`config.mk`:
```
export PLATFORM = sky130hd
export DESIGN_NAME = exception_dispatch_unit
export DESIGN_NICKNAME = d
export VERILOG_FILES = /design/src/logic/edu_pkg.sv /design/src/logic/fp_exc_router.sv /design/src/logic/bound_checker.sv /design/src/logic/exception_dispatch_unit.sv
export VERILOG_INCLUDE_DIRS = /design/src /design/src/logic
export SDC_FILE = /design/constraint.sdc
export NUM_CORES = 2
export LEC_CHECK = 0
export ABC_CLOCK_PERIOD_IN_PS = 6200
export BUFFER_PORTS_ARGS = -buffer_cell sky130_fd_sc_hd__buf_2
export CORE_AREA = 2 2 462 464
export DETAILED_ROUTE_END_ITERATION = 8
export DIE_AREA = 0 0 464 466
export PLACE_DENSITY = 0.37
export SLEW_MARGIN = 20
export SYNTH_ARGS = -nofsm -noshare
export SYNTH_HDL_FRONTEND = slang
export SYNTH_SLANG_ARGS = --single-unit
```
`constraint.sdc`:
```
create_clock -name ref_clk -period 6.2 [get_ports ref_clk]
set_clock_uncertainty 0.15 [all_clocks]
set_input_delay 0 -clock ref_clk [delete_from_list [all_inputs] [get_ports ref_clk]]
set_output_delay 0 -clock ref_clk [all_outputs]
set_load 0.05 [all_outputs]
```
`src/logic/edu_cfg.svh`:
```
// Constants for the exception dispatch unit
`ifndef EDU_CFG_SVH
`define EDU_CFG_SVH

// ==================================================
// Exception vectors
`define EDU_VEC_BP 8'h03
`define EDU_VEC_OF 8'h04
`define EDU_VEC_BR 8'h05
`define EDU_VEC_MF 8'h10
`define EDU_VEC_XF 8'h13

// ==================================================
// Push and pop widths in bytes
`define EDU_WID_REAL 4'h2
`define EDU_WID_LEG 4'h4
`define EDU_WID_64 4'h8
`define EDU_TASK_STRIDE 4'h8

// ==================================================
// Word counts of the stored frames
`define EDU_TASK_WORDS 3'h5
`define EDU_INTERRUPT_RETURN_INSTRUCTION_WORDS_LEG 3'h3
`define EDU_INTERRUPT_RETURN_INSTRUCTION_WORDS_64 3'h5

// ==================================================
// Real-mode table entry layout: offset low, segment high
`define EDU_IVT_SHIFT 2
`define EDU_IVT_IP_MSB 15
`define EDU_IVT_CS_LSB 16
`define EDU_IVT_CS_MSB 31

// ==================================================
// Floating-point condition count
`define EDU_FP_CONDS 6

`endif

```
`src/logic/edu_pkg.sv`:
```
// Types for the exception dispatch unit
package edu_pkg;

    // Sequencer states
    typedef enum logic [2:0] {
        S_IDLE,
        S_TABLE,
        S_PUSH,
        S_DONE,
        S_RESTORE,
        S_RESUME
    } state_type;

endpackage

```
`src/logic/fp_exc_router.sv`:
```
// Routes floating-point conditions to the legacy or SIMD exception vector
`timescale 1ns/1ps
`default_nettype none
`include "edu_cfg.svh"

module fp_exc_router #(
    parameter int NCOND = `EDU_FP_CONDS
) (
    // Condition sources
    input wire logic legacy_op,
    input wire logic simd_op,
    input wire logic [NCOND-1:0] cond,
    // Routed exception
    output logic valid,
    output logic [7:0] vector
);

    // Any condition of the six raises exactly one exception when legacy_op or simd_op is set
    always_comb
    begin
        valid = 1'b0;
        vector = `EDU_VEC_MF;
        if (simd_op && (|cond))
        begin
            valid = 1'b1;
            vector = `EDU_VEC_XF;
        end
        else if (legacy_op && (|cond))
        begin
            valid = 1'b1;
            vector = `EDU_VEC_MF;
        end
    end

endmodule
`default_nettype wire

```
`src/logic/bound_checker.sv`:
```
// Signed range check of an operand against lower and upper limits
`timescale 1ns/1ps
`default_nettype none

module bound_checker #(
    parameter int W = 32
) (
    // Operand and limits
    input wire logic [W-1:0] operand,
    input wire logic [W-1:0] lower,
    input wire logic [W-1:0] upper,
    // Result
    output logic outside
);

    // Limits are inclusive, so equal values pass
    always_comb
    begin
        outside = ($signed(operand) < $signed(lower)) || ($signed(operand) > $signed(upper));
    end

endmodule
`default_nettype wire

```
`src/logic/exception_dispatch_unit.sv`:
```
// Exception and interrupt dispatch sequencer
`timescale 1ns/1ps
`default_nettype none
`include "edu_cfg.svh"

// Functional notes
// - Task gate delivery saves full interrupted state
// - Task return restores saved state, resumes
// - Real mode indexes table by vector
// - Real mode pushes flags, selector, pointer, error
// - Interrupt return pops and restores entry values
// - Software interrupt reaches any vector
// - Overflow trap only when overflow flag set
// - Arithmetic overflow sets flag, never traps
// - Software vector four reaches overflow handler
// - Breakpoint instruction calls breakpoint handler
// - Bounds check traps when operand outside
// - Software vector five reaches range handler
// - No implicit bounds checks anywhere
// - Six floating-point conditions are detected
// - Legacy float conditions raise float error
// - Packed SIMD conditions raise SIMD exception
// - Long mode handlers run 64-bit, except management
// - Long mode pushes are zero-extended 8 bytes
// - Long mode always pushes stack selector, pointer
// - Long mode privilege change nulls stack selector
module exception_dispatch_unit
    import edu_pkg::*;
(
    // Clock and reset
    input wire logic ref_clk,
    input wire logic arst_n,
    // Operating mode
    input wire logic real_mode,
    input wire logic long_mode,
    input wire logic [1:0] current_privilege_level,
    input wire logic [1:0] handler_cpl,
    // Interrupted context
    input wire logic [63:0] flags_register,
    input wire logic [63:0] instruction_pointer,
    input wire logic [15:0] cs_in,
    input wire logic [63:0] stack_pointer,
    input wire logic [15:0] ss_in,
    // Overflow flag upkeep
    input wire logic arith_overflow,
    input wire logic of_clear,
    // Explicit and external requests
    input wire logic swi_req,
    input wire logic [7:0] swi_vector,
    input wire logic into_req,
    input wire logic brk_req,
    input wire logic bound_req,
    input wire logic [31:0] bound_operand,
    input wire logic [31:0] bound_lower,
    input wire logic [31:0] bound_upper,
    input wire logic fp_legacy_req,
    input wire logic fp_simd_req,
    input wire logic [`EDU_FP_CONDS-1:0] fp_cond,
    input wire logic ext_req,
    input wire logic [7:0] ext_vector,
    input wire logic system_management_interrupt,
    input wire logic err_valid,
    input wire logic [31:0] err_code,
    // Gate and table information
    input wire logic task_gate,
    input wire logic [15:0] gate_cs,
    input wire logic [63:0] gate_ip,
    input wire logic [63:0] table_base,
    input wire logic [63:0] save_base,
    // Returns
    input wire logic interrupt_return_instruction_req,
    input wire logic task_ret_req,
    // Memory port
    output logic mem_req,
    output logic mem_we,
    output logic [63:0] mem_addr,
    output logic [63:0] mem_wdata,
    input wire logic [63:0] mem_rdata,
    input wire logic mem_ack,
    // Delivery results
    output logic busy,
    output logic deliver,
    output logic [7:0] deliver_vector,
    output logic [15:0] new_cs,
    output logic [63:0] new_ip,
    output logic [63:0] new_sp,
    output logic [15:0] new_ss,
    output logic ss_null_load,
    output logic code64,
    output logic task_switch,
    output logic overflow_flag,
    // Return results
    output logic resume,
    output logic [63:0] res_ip,
    output logic [15:0] res_cs,
    output logic [63:0] res_flags,
    output logic [63:0] res_sp,
    output logic [15:0] res_ss
);

    // ==================================================
    // Request decode
    logic fp_valid;
    logic [7:0] fp_vec;
    logic bound_out;

    fp_exc_router #(.NCOND(`EDU_FP_CONDS)) u_fp (
        .legacy_op(fp_legacy_req),
        .simd_op(fp_simd_req),
        .cond(fp_cond),
        .valid(fp_valid),
        .vector(fp_vec)
    );

    bound_checker #(.W(32)) u_bound (
        .operand(bound_operand),
        .lower(bound_lower),
        .upper(bound_upper),
        .outside(bound_out)
    );

    // Candidate events; an overflow trap with a clear flag and an in-range check fall away
    logic into_hit;
    logic bound_hit;
    logic any_evt;
    logic [7:0] evt_vec;
    assign into_hit = into_req && overflow_flag;
    assign bound_hit = bound_req && bound_out;
    assign any_evt = fp_valid || bound_hit || into_hit || brk_req || swi_req || ext_req;

    // Fixed priority among same-cycle sources
    always_comb
    begin
        if (fp_valid)
            evt_vec = fp_vec;
        else if (bound_hit)
            evt_vec = `EDU_VEC_BR;
        else if (into_hit)
            evt_vec = `EDU_VEC_OF;
        else if (brk_req)
            evt_vec = `EDU_VEC_BP;
        else if (swi_req)
            evt_vec = swi_vector;
        else
            evt_vec = ext_vector;
    end

    // ==================================================
    // Overflow flag: arithmetic only sets it, set wins over clear
    logic of_d;
    logic of_q;
    always_comb
    begin
        of_d = of_q;
        if (of_clear)
            of_d = 1'b0;
        if (arith_overflow)
            of_d = 1'b1;
    end
    always_ff @(posedge ref_clk or negedge arst_n)
    begin
        if (!arst_n)
            of_q <= 1'b0;
        else
            of_q <= of_d;
    end
    assign overflow_flag = of_q;

    // ==================================================
    // Sequencer
    state_type st_q, st_d;
    logic [7:0] vec_q, vec_d;
    logic [2:0] n_q, n_d, idx_q, idx_d;
    logic [3:0] wid_q, wid_d;
    logic [63:0] base_q, base_d, nsp_q, nsp_d, hip_q, hip_d;
    logic [15:0] hcs_q, hcs_d, nss_q, nss_d;
    logic task_q, task_d, c64_q, c64_d, null_q, null_d;
    logic dlv_q, dlv_d, rsm_q, rsm_d, tsw_q, tsw_d;
    logic [63:0] w_q [0:5];
    logic [63:0] w_d [0:5];
    logic [2:0] k;
    logic [3:0] wsel;
    logic push_ss;

    // Byte offset of the current word from its base
    logic [63:0] step;
    assign step = 64'(idx_q) * 64'(wid_q);

    always_comb
    begin
        st_d = st_q;
        vec_d = vec_q;
        n_d = n_q;
        idx_d = idx_q;
        wid_d = wid_q;
        base_d = base_q;
        nsp_d = nsp_q;
        hip_d = hip_q;
        hcs_d = hcs_q;
        nss_d = nss_q;
        task_d = task_q;
        c64_d = c64_q;
        null_d = 1'b0;
        dlv_d = 1'b0;
        rsm_d = 1'b0;
        tsw_d = 1'b0;
        w_d = w_q;
        k = 3'h0;
        wsel = real_mode ? `EDU_WID_REAL : (long_mode ? `EDU_WID_64 : `EDU_WID_LEG);
        push_ss = long_mode || (current_privilege_level != handler_cpl);
        case (st_q)
            S_IDLE:
            begin
                idx_d = 3'h0;
                if (task_ret_req)
                begin
                    // Reload the saved frame from the save area
                    st_d = S_RESTORE;
                    task_d = 1'b1;
                    n_d = `EDU_TASK_WORDS;
                    wid_d = `EDU_TASK_STRIDE;
                    base_d = save_base;
                end
                else if (interrupt_return_instruction_req)
                begin
                    // Pop pointer, selector, flags; stack words too in long mode
                    st_d = S_RESTORE;
                    task_d = 1'b0;
                    wid_d = wsel;
                    base_d = stack_pointer;
                    n_d = long_mode ? `EDU_INTERRUPT_RETURN_INSTRUCTION_WORDS_64 : `EDU_INTERRUPT_RETURN_INSTRUCTION_WORDS_LEG;
                    w_d[3] = stack_pointer + 64'(`EDU_INTERRUPT_RETURN_INSTRUCTION_WORDS_LEG) * 64'(wsel);
                    w_d[4] = {48'h0, ss_in};
                end
                else if (any_evt)
                begin
                    vec_d = evt_vec;
                    hcs_d = gate_cs;
                    hip_d = gate_ip;
                    nss_d = ss_in;
                    c64_d = long_mode && !system_management_interrupt;
                    if (task_gate && !real_mode)
                    begin
                        // Whole interrupted context goes to the save area
                        task_d = 1'b1;
                        wid_d = `EDU_TASK_STRIDE;
                        base_d = save_base;
                        n_d = `EDU_TASK_WORDS;
                        nsp_d = stack_pointer;
                        w_d[0] = instruction_pointer;
                        w_d[1] = {48'h0, cs_in};
                        w_d[2] = flags_register;
                        w_d[3] = stack_pointer;
                        w_d[4] = {48'h0, ss_in};
                        st_d = S_PUSH;
                    end
                    else
                    begin
                        // Build the stack frame, outermost word first
                        task_d = 1'b0;
                        wid_d = wsel;
                        base_d = stack_pointer;
                        if (push_ss && !real_mode)
                        begin
                            w_d[0] = {48'h0, ss_in};
                            w_d[1] = stack_pointer;
                            k = 3'h2;
                        end
                        w_d[k] = flags_register;
                        w_d[k + 3'h1] = {48'h0, cs_in};
                        w_d[k + 3'h2] = instruction_pointer;
                        k = k + 3'h3;
                        if (err_valid)
                        begin
                            w_d[k] = {32'h0, err_code};
                            k = k + 3'h1;
                        end
                        n_d = k;
                        nsp_d = stack_pointer - 64'(k) * 64'(wsel);
                        if (long_mode && (current_privilege_level != handler_cpl))
                            nss_d = 16'h0;
                        st_d = real_mode ? S_TABLE : S_PUSH;
                    end
                end
            end
            S_TABLE:
            begin
                if (mem_ack)
                begin
                    hip_d = {48'h0, mem_rdata[`EDU_IVT_IP_MSB:0]};
                    hcs_d = mem_rdata[`EDU_IVT_CS_MSB:`EDU_IVT_CS_LSB];
                    st_d = S_PUSH;
                end
            end
            S_PUSH:
            begin
                if (mem_ack)
                begin
                    idx_d = idx_q + 3'h1;
                    if (idx_q == n_q - 3'h1)
                        st_d = S_DONE;
                end
            end
            S_DONE:
            begin
                dlv_d = 1'b1;
                tsw_d = task_q;
                null_d = c64_q && !task_q && (nss_q == 16'h0) && (ss_in != 16'h0);
                st_d = S_IDLE;
            end
            S_RESTORE:
            begin
                if (mem_ack)
                begin
                    w_d[idx_q] = mem_rdata;
                    idx_d = idx_q + 3'h1;
                    if (idx_q == n_q - 3'h1)
                        st_d = S_RESUME;
                end
            end
            S_RESUME:
            begin
                rsm_d = 1'b1;
                st_d = S_IDLE;
            end
            default:
                st_d = S_IDLE;
        endcase
    end

    // Register every sequencer field
    always_ff @(posedge ref_clk or negedge arst_n)
    begin
        if (!arst_n)
        begin
            st_q <= S_IDLE;
            vec_q <= 8'h00;
            n_q <= 3'h0;
            idx_q <= 3'h0;
            wid_q <= 4'h0;
            base_q <= 64'h0;
            nsp_q <= 64'h0;
            hip_q <= 64'h0;
            hcs_q <= 16'h0;
            nss_q <= 16'h0;
            task_q <= 1'b0;
            c64_q <= 1'b0;
            null_q <= 1'b0;
            dlv_q <= 1'b0;
            rsm_q <= 1'b0;
            tsw_q <= 1'b0;
            for (int i = 0; i < 6; i++)
                w_q[i] <= 64'h0;
        end
        else
        begin
            st_q <= st_d;
            vec_q <= vec_d;
            n_q <= n_d;
            idx_q <= idx_d;
            wid_q <= wid_d;
            base_q <= base_d;
            nsp_q <= nsp_d;
            hip_q <= hip_d;
            hcs_q <= hcs_d;
            nss_q <= nss_d;
            task_q <= task_d;
            c64_q <= c64_d;
            null_q <= null_d;
            dlv_q <= dlv_d;
            rsm_q <= rsm_d;
            tsw_q <= tsw_d;
            for (int i = 0; i < 6; i++)
                w_q[i] <= w_d[i];
        end
    end

    // ==================================================
    // Memory port: stack grows down, save area and pops grow up
    logic [63:0] wmask;
    assign wmask = (wid_q == `EDU_WID_REAL) ? 64'h000000000000ffff :
                   (wid_q == `EDU_WID_LEG) ? 64'h00000000ffffffff : 64'hffffffffffffffff;
    assign mem_req = (st_q == S_TABLE) || (st_q == S_PUSH) || (st_q == S_RESTORE);
    assign mem_we = (st_q == S_PUSH);
    assign mem_wdata = (st_q == S_PUSH) ? (w_q[idx_q] & wmask) : 64'h0;
    always_comb
    begin
        if (st_q == S_TABLE)
            mem_addr = table_base + ({56'h0, vec_q} << `EDU_IVT_SHIFT);
        else if (st_q == S_PUSH && !task_q)
            mem_addr = base_q - step - 64'(wid_q);
        else if (mem_req)
            mem_addr = base_q + step;
        else
            mem_addr = 64'h0;
    end

    // Outputs straight from flops
    assign busy = (st_q != S_IDLE);
    assign deliver = dlv_q;
    assign deliver_vector = vec_q;
    assign new_cs = hcs_q;
    assign new_ip = hip_q;
    assign new_sp = nsp_q;
    assign new_ss = nss_q;
    assign ss_null_load = null_q;
    assign code64 = c64_q;
    assign task_switch = tsw_q;
    assign resume = rsm_q;
    assign res_ip = w_q[0];
    assign res_cs = w_q[1][15:0];
    assign res_flags = w_q[2];
    assign res_sp = w_q[3];
    assign res_ss = w_q[4][15:0];

    // ==================================================
    // Checks
    logic idle_only;
    assign idle_only = (st_q == S_IDLE) && !interrupt_return_instruction_req && !task_ret_req;

    property p_into_clear;
        @(posedge ref_clk) disable iff (!arst_n)
        idle_only && into_req && !overflow_flag && !swi_req && !brk_req && !ext_req && !fp_valid && !bound_req
        |=> (st_q == S_IDLE);
    endproperty
    a_into_clear: assert property (p_into_clear) else $error("overflow trap ran with flag clear");

    property p_of_sticky;
        @(posedge ref_clk) disable iff (!arst_n)
        arith_overflow |=> overflow_flag && (st_q == S_IDLE || $past(any_evt) || $past(st_q != S_IDLE));
    endproperty
    a_of_sticky: assert property (p_of_sticky) else $error("overflow did not set flag or raised trap");

    property p_brk;
        @(posedge ref_clk) disable iff (!arst_n)
        idle_only && brk_req && !fp_valid && !bound_hit && !into_hit |=> (vec_q == `EDU_VEC_BP) ##1 busy;
    endproperty
    a_brk: assert property (p_brk) else $error("breakpoint vector wrong");

    property p_swi;
        @(posedge ref_clk) disable iff (!arst_n)
        idle_only && swi_req && !fp_valid && !bound_hit && !into_hit && !brk_req |=> (vec_q == $past(swi_vector));
    endproperty
    a_swi: assert property (p_swi) else $error("software vector not taken");

    property p_bound_in;
        @(posedge ref_clk) disable iff (!arst_n)
        idle_only && bound_req && !bound_out && !any_evt |=> (st_q == S_IDLE);
    endproperty
    a_bound_in: assert property (p_bound_in) else $error("in-range check raised exception");

    property p_simd;
        @(posedge ref_clk) disable iff (!arst_n)
        idle_only && fp_simd_req && (|fp_cond) |=> (vec_q == `EDU_VEC_XF);
    endproperty
    a_simd: assert property (p_simd) else $error("SIMD condition not routed");

    property p_legacy;
        @(posedge ref_clk) disable iff (!arst_n)
        idle_only && fp_legacy_req && !fp_simd_req && (|fp_cond) |=> (vec_q == `EDU_VEC_MF);
    endproperty
    a_legacy: assert property (p_legacy) else $error("legacy float condition not routed");

    property p_wide;
        @(posedge ref_clk) disable iff (!arst_n)
        (st_q == S_PUSH) && !task_q && c64_q |-> (wid_q == `EDU_WID_64) && (n_q >= 3'h5);
    endproperty
    a_wide: assert property (p_wide) else $error("long mode frame too narrow");

    property p_c64;
        @(posedge ref_clk) disable iff (!arst_n)
        idle_only && any_evt && long_mode && !system_management_interrupt |=> code64 ##[1:1000] deliver;
    endproperty
    a_c64: assert property (p_c64) else $error("handler not 64-bit");

    property p_real_tbl;
        @(posedge ref_clk) disable iff (!arst_n)
        (st_q == S_TABLE) |-> !mem_we && (mem_addr[1:0] == 2'h0) && (mem_addr - table_base == {54'h0, vec_q, 2'h0});
    endproperty
    a_real_tbl: assert property (p_real_tbl) else $error("table address wrong");

    property p_task;
        @(posedge ref_clk) disable iff (!arst_n)
        task_switch |-> deliver && $past(task_q) && (n_q == `EDU_TASK_WORDS);
    endproperty
    a_task: assert property (p_task) else $error("task switch without full save");

    c_real: cover property (@(posedge ref_clk) disable iff (!arst_n) (st_q == S_TABLE) ##[1:20] deliver);
    c_task_ret: cover property (@(posedge ref_clk) disable iff (!arst_n) resume && task_q);
    c_null: cover property (@(posedge ref_clk) disable iff (!arst_n) ss_null_load);

endmodule
`default_nettype wire

```
### Word-level counts from Yosys, hierarchy flattened

Index checks and enable logic that the tools add are counted.

| cells by class | value |
|---|---|
| $add $sub $neg | 12 |
| multiply operators | 3 |
| $lt $le $gt $ge | 12 |
| eq/ne operators | 21 |
| mux-type cells | 111 |
| bitwise gates (word level) | 8 |
| reductions and logical operators | 48 |

Operators by type and width:

| cell | number |
|---|---|
| 384-bit bitwise mux | 5 |
| 384-bit two-way mux | 4 |
| 64-bit two-way mux | 24 |
| 64-bit demux with 3-bit select | 5 |
| 128-bit two-way mux | 7 |
| 384-bit case mux with 2 select lines | 1 |
| 320-bit two-way mux | 1 |
| 64-bit binary-select mux with 3-bit select | 1 |
| 192-bit two-way mux | 1 |
| 64-bit case mux with 2 select lines | 1 |
| 64-bit by 7-bit subtractor with 64-bit output | 2 |
| 16-bit two-way mux | 6 |
| 3-bit two-way mux | 25 |
| 64-bit by 10-bit adder with 64-bit output | 1 |
| 64-bit by 6-bit adder with 64-bit output | 1 |
| 64-bit by 7-bit adder with 64-bit output | 1 |
| 64-bit bitwise AND | 1 |
| 64-bit by 4-bit subtractor with 64-bit output | 1 |
| 8-bit two-way mux | 5 |
| 32-bit > comparator | 1 |
| 32-bit < comparator | 1 |
| 16-bit case mux with 2 select lines | 1 |
| 4-bit two-way mux | 6 |
| 4-bit greater-or-equal comparator (second input constant) | 5 |
| 37 further kinds | 108 |

| storage, ports and cells | value |
|---|---|
| register bits after elaboration | 636 |
| bits of input ports | 669 |
| output and inout bits | 529 |
| logic and storage cells | 238 |

### Logic depth before layout (Yosys ltp)

| depth | value |
|---|---|
| word-level depth | 28 |
| depth in mapped cells | 23 |
| gate-level depth less buffers | 18 |

### Hierarchy

A second synthesis with hierarchy kept.

| unflattened totals | value |
|---|---|
| cells, all modules | 5625 |
| area total of the unflattened synthesis | 45248.4 µm² |

Modules (own cells, without submodules):

| module | times used | cells each | area an instance (µm²) | seq. area each (µm²) |
|---|---|---|---|---|
| exception_dispatch_unit | 1 | 5386 | 43563.0 | 15890.2 |
| bound_checker | 1 | 225 | 1592.8 | 0.0 |
| fp_exc_router | 1 | 14 | 92.6 | 0.0 |

### Worst setup path before layout

OpenSTA, ideal clock, no wires.

| path | value |
|---|---|
| path kind | input to register |
| start | in real_mode |
| end | reg nsp_q[63], in the netlist new_sp[63] |
| setup time | 0.128 ns |
| arrival | 5.573 ns |
| data required time | 5.922 ns |
| path slack | 0.350 ns |
| stages on the path | 23 |
| buffers on the path | 6 |
| path through | clkbuf_1 clkinv_1 o31ai_1 clkbuf_1 buf_1 clkbuf_1 buf_1 ha_1 nor3_1 fa_1 fa_1 inv_1 ha_1 nand2_1 o21a_1 o311ai_1 nor4_4 and4_1 buf_2 nand2_1 nor4b_2 xor2_1 mux2_1 |

| on the way | value |
|---|---|
| cells in the longest elaborated chain, start to end | 19 |
| elaborated cells between the ends (all ways) | 21 |
| classes of those cells | add/sub: 3; mul: 1; mux: 14; reduce/logical: 3 |

Ends and longest elaborated chain:

| element | RTL line | text |
|---|---|---|
| start: declaration | exception_dispatch_unit.sv:34 | `input wire logic real_mode,` |
| 1-bit logical NOT | exception_dispatch_unit.sv:242, exception_dispatch_unit.sv:263 |  |
| 1-bit logical AND | exception_dispatch_unit.sv:263 | `if (push_ss && !real_mode)` |
| 2-bit two-way mux | exception_dispatch_unit.sv:263 |  |
| 3-bit two-way mux | exception_dispatch_unit.sv:242 | `if (task_gate && !real_mode)` |
| 3-bit two-way mux | exception_dispatch_unit.sv:235 | `else if (any_evt)` |
| 3-bit two-way mux | exception_dispatch_unit.sv:224 | `else if (interrupt_return_instruction_req)` |
| 3-bit two-way mux | exception_dispatch_unit.sv:215 | `if (task_ret_req)` |
| 3-bit two-way mux | exception_dispatch_unit.sv:211 | `case (st_q)` |
| [... 3 more ...] | n/a |  |
| 3-bit two-way mux | exception_dispatch_unit.sv:242 |  |
| 3-bit two-way mux | exception_dispatch_unit.sv:235 |  |
| 3-bit two-way mux | exception_dispatch_unit.sv:224 |  |
| 3-bit two-way mux | exception_dispatch_unit.sv:215 |  |
| 3-bit two-way mux | exception_dispatch_unit.sv:211 |  |
| 3-bit by 4-bit multiplier with 7-bit output | exception_dispatch_unit.sv:279 | `nsp_d = stack_pointer - 64'(k) * 64'(wsel);` |
| 64-bit by 7-bit subtractor with 64-bit output | exception_dispatch_unit.sv:279 |  |
| 64-bit two-way mux * | exception_dispatch_unit.sv:242 |  |
| end signal: assignment | exception_dispatch_unit.sv:363 | `nsp_q <= nsp_d;` |
| end: declaration | exception_dispatch_unit.sv:175 | `logic [63:0] base_q, base_d, nsp_q, nsp_d, hip_q, hip_d;` |

Mark *: on every way between the ends. The rest lies on a longest branch, timed or not. The select of a mux whose other input is x is not followed.
A chain may end at the register's enable or synchronous reset.

### Worst setup path after layout

| path | value |
|---|---|
| start | reg wid_q[2] |
| end | out mem_addr[13] |

| on the way | value |
|---|---|
| cells in the longest elaborated chain, start to end | 5 |
| elaborated cells between the ends (all ways) | 7 |
| classes of those cells | add/sub: 3; mul: 1; mux: 3 |

Ends and longest elaborated chain:

| element | RTL line | text |
|---|---|---|
| start: declaration | exception_dispatch_unit.sv:174 | `logic [3:0] wid_q, wid_d;` |
| start signal: assignment | exception_dispatch_unit.sv:361 | `wid_q <= wid_d;` |
| 3-bit by 4-bit multiplier with 7-bit output | exception_dispatch_unit.sv:187 | `assign step = 64'(idx_q) * 64'(wid_q);` |
| 64-bit by 7-bit subtractor with 64-bit output or 64-bit by 7-bit adder with 64-bit output (tied branches) | exception_dispatch_unit.sv:391, exception_dispatch_unit.sv:393 |  |
| 64-bit by 4-bit subtractor with 64-bit output or 64-bit two-way mux (tied branches) | exception_dispatch_unit.sv:391, exception_dispatch_unit.sv:392 |  |
| 64-bit two-way mux * | exception_dispatch_unit.sv:390 | `else if (st_q == S_PUSH && !task_q)` |
| 64-bit two-way mux * | exception_dispatch_unit.sv:388 | `if (st_q == S_TABLE)` |
| end: declaration | exception_dispatch_unit.sv:76 | `output logic [63:0] mem_addr,` |

Mark *: on every way between the ends. The rest lies on a longest branch, timed or not.

==> flow_summary.yaml <==
grt:
  grt_max_degree: 126
  grt_use_total: 0.2663
  antenna_found_initial: 68
  grt_pass1_vias: 52205
  grt_pass1_wl_um: 415400
  grt.overflow.total: 0
routing:
  via_count: 51957
  ant_nets: 0
  post-route-drc-count: 0
  drtIter0Drc: 4488
  wl_per_cell_um: 30.28
  routed_wl_um: 299600
  dr.pass1.iters: 6
  viasPerCell: 5.251
power_and_ir_drop:
  p_comb_frac: 0.623
  power_frac_seq: 0.222
  power_frac_clock: 0.155
  p_switching_w: 0.01947
  cellPowerDensity_nw_per_um2: 530.1
  power.leakage_nw: 29.57
  ir_drop_mv: 0.6997
  internal-power_w: 0.01656
  sw_frac_of_total: 0.5403
placed_design:
  io_buffer_count: 1197
  place_congestion: 0.9014
  dp_cells: 8638
  dp_slack_ps: 769.4
  dp_hpwl_um: 219300
layout:
  area_growth_pct: 45.39
  nNetsFinal: 7757
  fin_util: 0.3218
  n_fill_cell: 22207
  final_layout_size_suffix_gt1_frac: 0.2658
  final_cells: 9895
hold_path:
  hold_path_class: "in -> reg"
  holdPathStages: 6
  hp-start: "instruction_pointer[13]"
  hold_path_end: "res_flags[13]"
synthesis:
  syn_avg_cell_area_um2: 9.027
  synth_top_area_share: 0.3399
  synth_warnings: 0
  synth-edff-count: 0
  syn_nets: 5972
  synthCells: 5179
  synth-seq-cells: 635
  yosys.cell_count.top_type: "dfrtp_1"
  async_flop_share: 1.000
  syn_area_um2: 46750
  yosys-top-cells-count: "635 x dfrtp_1, 452 x nand2_1, 364 x clkbuf_1, 290 x mux2_2, 260 x o21ai_0"
  synth_largest_area_cell: "dfrtp_1"
  synth_area_leaders: "dfrtp_1 34%, mux2_2 7.0%, buf_4 3.7%"
  yosysSeqAreaShare: 0.3399
  synth_cell_types: 98
  ys.flop_type: "dfrtp_1"
setup_path:
  ff2ff_path_depth: 10
  max_stage_delay_ps: 800
  path_common_cell: "inv_1"
  path_cells: "nand2_1, fa_1, inv_1, ha_1, inv_1, fa_1, inv_1, ha_1, inv_1, o21a_1, o21ai_0, a21oi_2, o21ai_1, nor4_1, o311ai_0, o21ai_0, buf_2"
  r2r-end: "res_ss[7]"
  crit_slowest_cell: "o21ai_1"
  startpoint_type: "register"
  path_class: "reg -> out"
  r2r_setup_slack_ps: 1090
  arrival_ps: 5830
  worst-path-max-fanout: 8
  worst-endpoint-required_ps: 6050
  endpoint_kind: "output pin"
  r2r-start: "st_q[0]"
timing:
  slew_headroom: 0.2276
  hold_violations: 0
  worstMarginPinSlew_ps: 1159
  fin_ws_ps: 220.7
  holdWs_ps: 70.55
  fin_crit_sh: 0.9644
  drv_slew: 0
  min_period_ps: 5979
  fmax_mhz: 167.2
  setup_viol: 0
  fin_tns_setup_ps: 0
clock_network:
  clkLatencyLatePin_ps: 740
  cts_htree_levels: 3
  clockBufferDepth: 3
  cts.reportedPaths.clkPinSlew_ps: 60
  cts_tree: "built"
  cts_root_buffer: "clkbuf_16"
  cts_sinks: 635
  cts_buffers: 92
die:
  io_pins: 1198
  dieArea_um2: 216200
  num_rows: 169
  core_area_um2: 211200
  initial_core_util: 0.2213
  fp.dieW_um: 464
  die_y_um: 466
flow_run:
  cap_violations: 0
run_status:
  status: "complete, no violations"
==> per-layer routing <==
| metal | vias up | routed length (µm) | track usage |
|---|---|---|---|
| li1 | 22639 | - | - |
| met5 | - | 177 | 0 |
| met2 | 2406 | 135000 | 0.4236 |
| met3 | 476 | 22170 | 0.05388 |
| met4 | 28 | 12820 | 0.1077 |
| met1 | 26408 | 129500 | 0.3513 |
==> kinds of logic (layout without fill, tap and decap cells) <==
group | Yosys count | in the layout | share of synthesized area
compound gates | 1467 | 1467 | 0.2251
simple gates | 1272 | 1272 | 0.1343
buf+inv | 917 | 2770 | 0.09493
flops | 635 | 635 | 0.3399
mux | 550 | 550 | 0.1307
xor+xnor | 212 | 212 | 0.03972
fa+ha+maj | 126 | 126 | 0.03538
other cells | 0 | 42 | 0
==> metrics by stage <==
step	total power, W	cell area, µm²
global route	0.03773	67910
floorplan	0.02231	46750
detailed placement	0.02893	54200
global placement	0.02894	54190
CTS	0.03612	67830
finish	0.03603	67970
==> critical path, delay by kind of cell, from the launching register on <==
family,cells,cell delay (ps)
compound gates,6,2350
fa+ha+maj,4,1390
buf+inv,5,570
flops,1,510
simple gates,2,240
==> worst max-delay path by stage <==
stage | start | end | slack (ps) | cells past startpoint
2_1_floorplan | real_mode | new_sp[63] | 350 | 23
3_3_place_gp | wid_q[3] | mem_addr[63] | 760 | 18
3_5_place_dp | wid_q[3] | mem_addr[63] | 770 | 18
4_1_cts | wid_q[3] | mem_addr[11] | 20 | 18
5_1_grt | wid_q[2] | mem_addr[51] | -0.04 | 19
6_report | wid_q[2] | mem_addr[13] | 220 | 17
==> timing repair <==
action	4_1_cts	5_1_grt
resized for setup	1	8
endpoints found under the hold margin	1267	0
hold buffers	1053	0
buffers inserted	0	0
cloned	0	0
endpoints found under the setup margin	5	18
==> layout by cell type, fill, tap and decap left out, types with 21 or more instances in the layout <==
| cell type | count |
|---|---|
| nand3_1 | 197 |
| a31oi_1 | 110 |
| nand2_1 | 445 |
| a2bb2oi_1 | 144 |
| o31ai_1 | 36 |
| xor2_1 | 82 |
| diode_2 | 42 |
| and3_1 | 63 |
| o22ai_1 | 23 |
| a22o_1 | 146 |
| nor2_1 | 155 |
| nor3_1 | 90 |
| clkbuf_16 | 93 |
| dlygate4sd3_1 | 1052 |
| buf_4 | 112 |
| xnor2_1 | 130 |
| a21oi_1 | 181 |
| a211oi_1 | 49 |
| a21o_1 | 21 |
| mux2i_1 | 155 |
| a22oi_1 | 205 |
| a32o_1 | 58 |
| a221oi_1 | 66 |
| o21ai_0 | 260 |
| inv_1 | 230 |
| dfrtp_1 | 633 |
| mux2_4 | 30 |
| and2_1 | 29 |
| clkbuf_8 | 21 |
| or3_1 | 26 |
| nand4_1 | 52 |
| mux2_2 | 290 |
| buf_2 | 1192 |
| ha_1 | 113 |
| clkbuf_1 | 22 |
| mux2_1 | 75 |
| nor4_1 | 68 |
==> cell type report <==
type / instances / area [µm²] / area share
Clock buffer: 136 / 2699 / 0.03971
Tap cell: 2821 / 3530 / 0.05193
Multi-Input combinational cell: 3627 / 26780 / 0.3939
Antenna cell: 42 / 105.1 / 0.001546
Inverter: 231 / 867.1 / 0.01276
Sequential cell: 635 / 15900 / 0.2339
Clock inverter: 26 / 364.1 / 0.005357
Timing Repair Buffer: 2377 / 17730 / 0.2609
==> power groups by stage <==
| stage | Sequential, W | Combinational [W] | Clock [W] |
|---|---|---|---|
| after global routing | 0.00822 | 0.0236 | 0.00590 |
| final | 0.00801 | 0.0224 | 0.00558 |
| after CTS | 0.00795 | 0.0224 | 0.00575 |
| after global placement | 0.00800 | 0.0209 | 0 |
| after floorplan | 0.00895 | 0.0134 | 0 |
| after detailed placement | 0.00799 | 0.0209 | 0 |
==> state kept, by name, indices dropped and copies added (netlist names), 16 cells and up <==
signal / flops
w_q: 160
new_ip: 64
new_cs: 16
res_ip: 64
new_ss: 16
new_sp: 64
base_q: 64
res_cs: 16
res_flags: 64
res_sp: 64
res_ss: 16
Note: power is estimated with default switching activity, not from simulation.
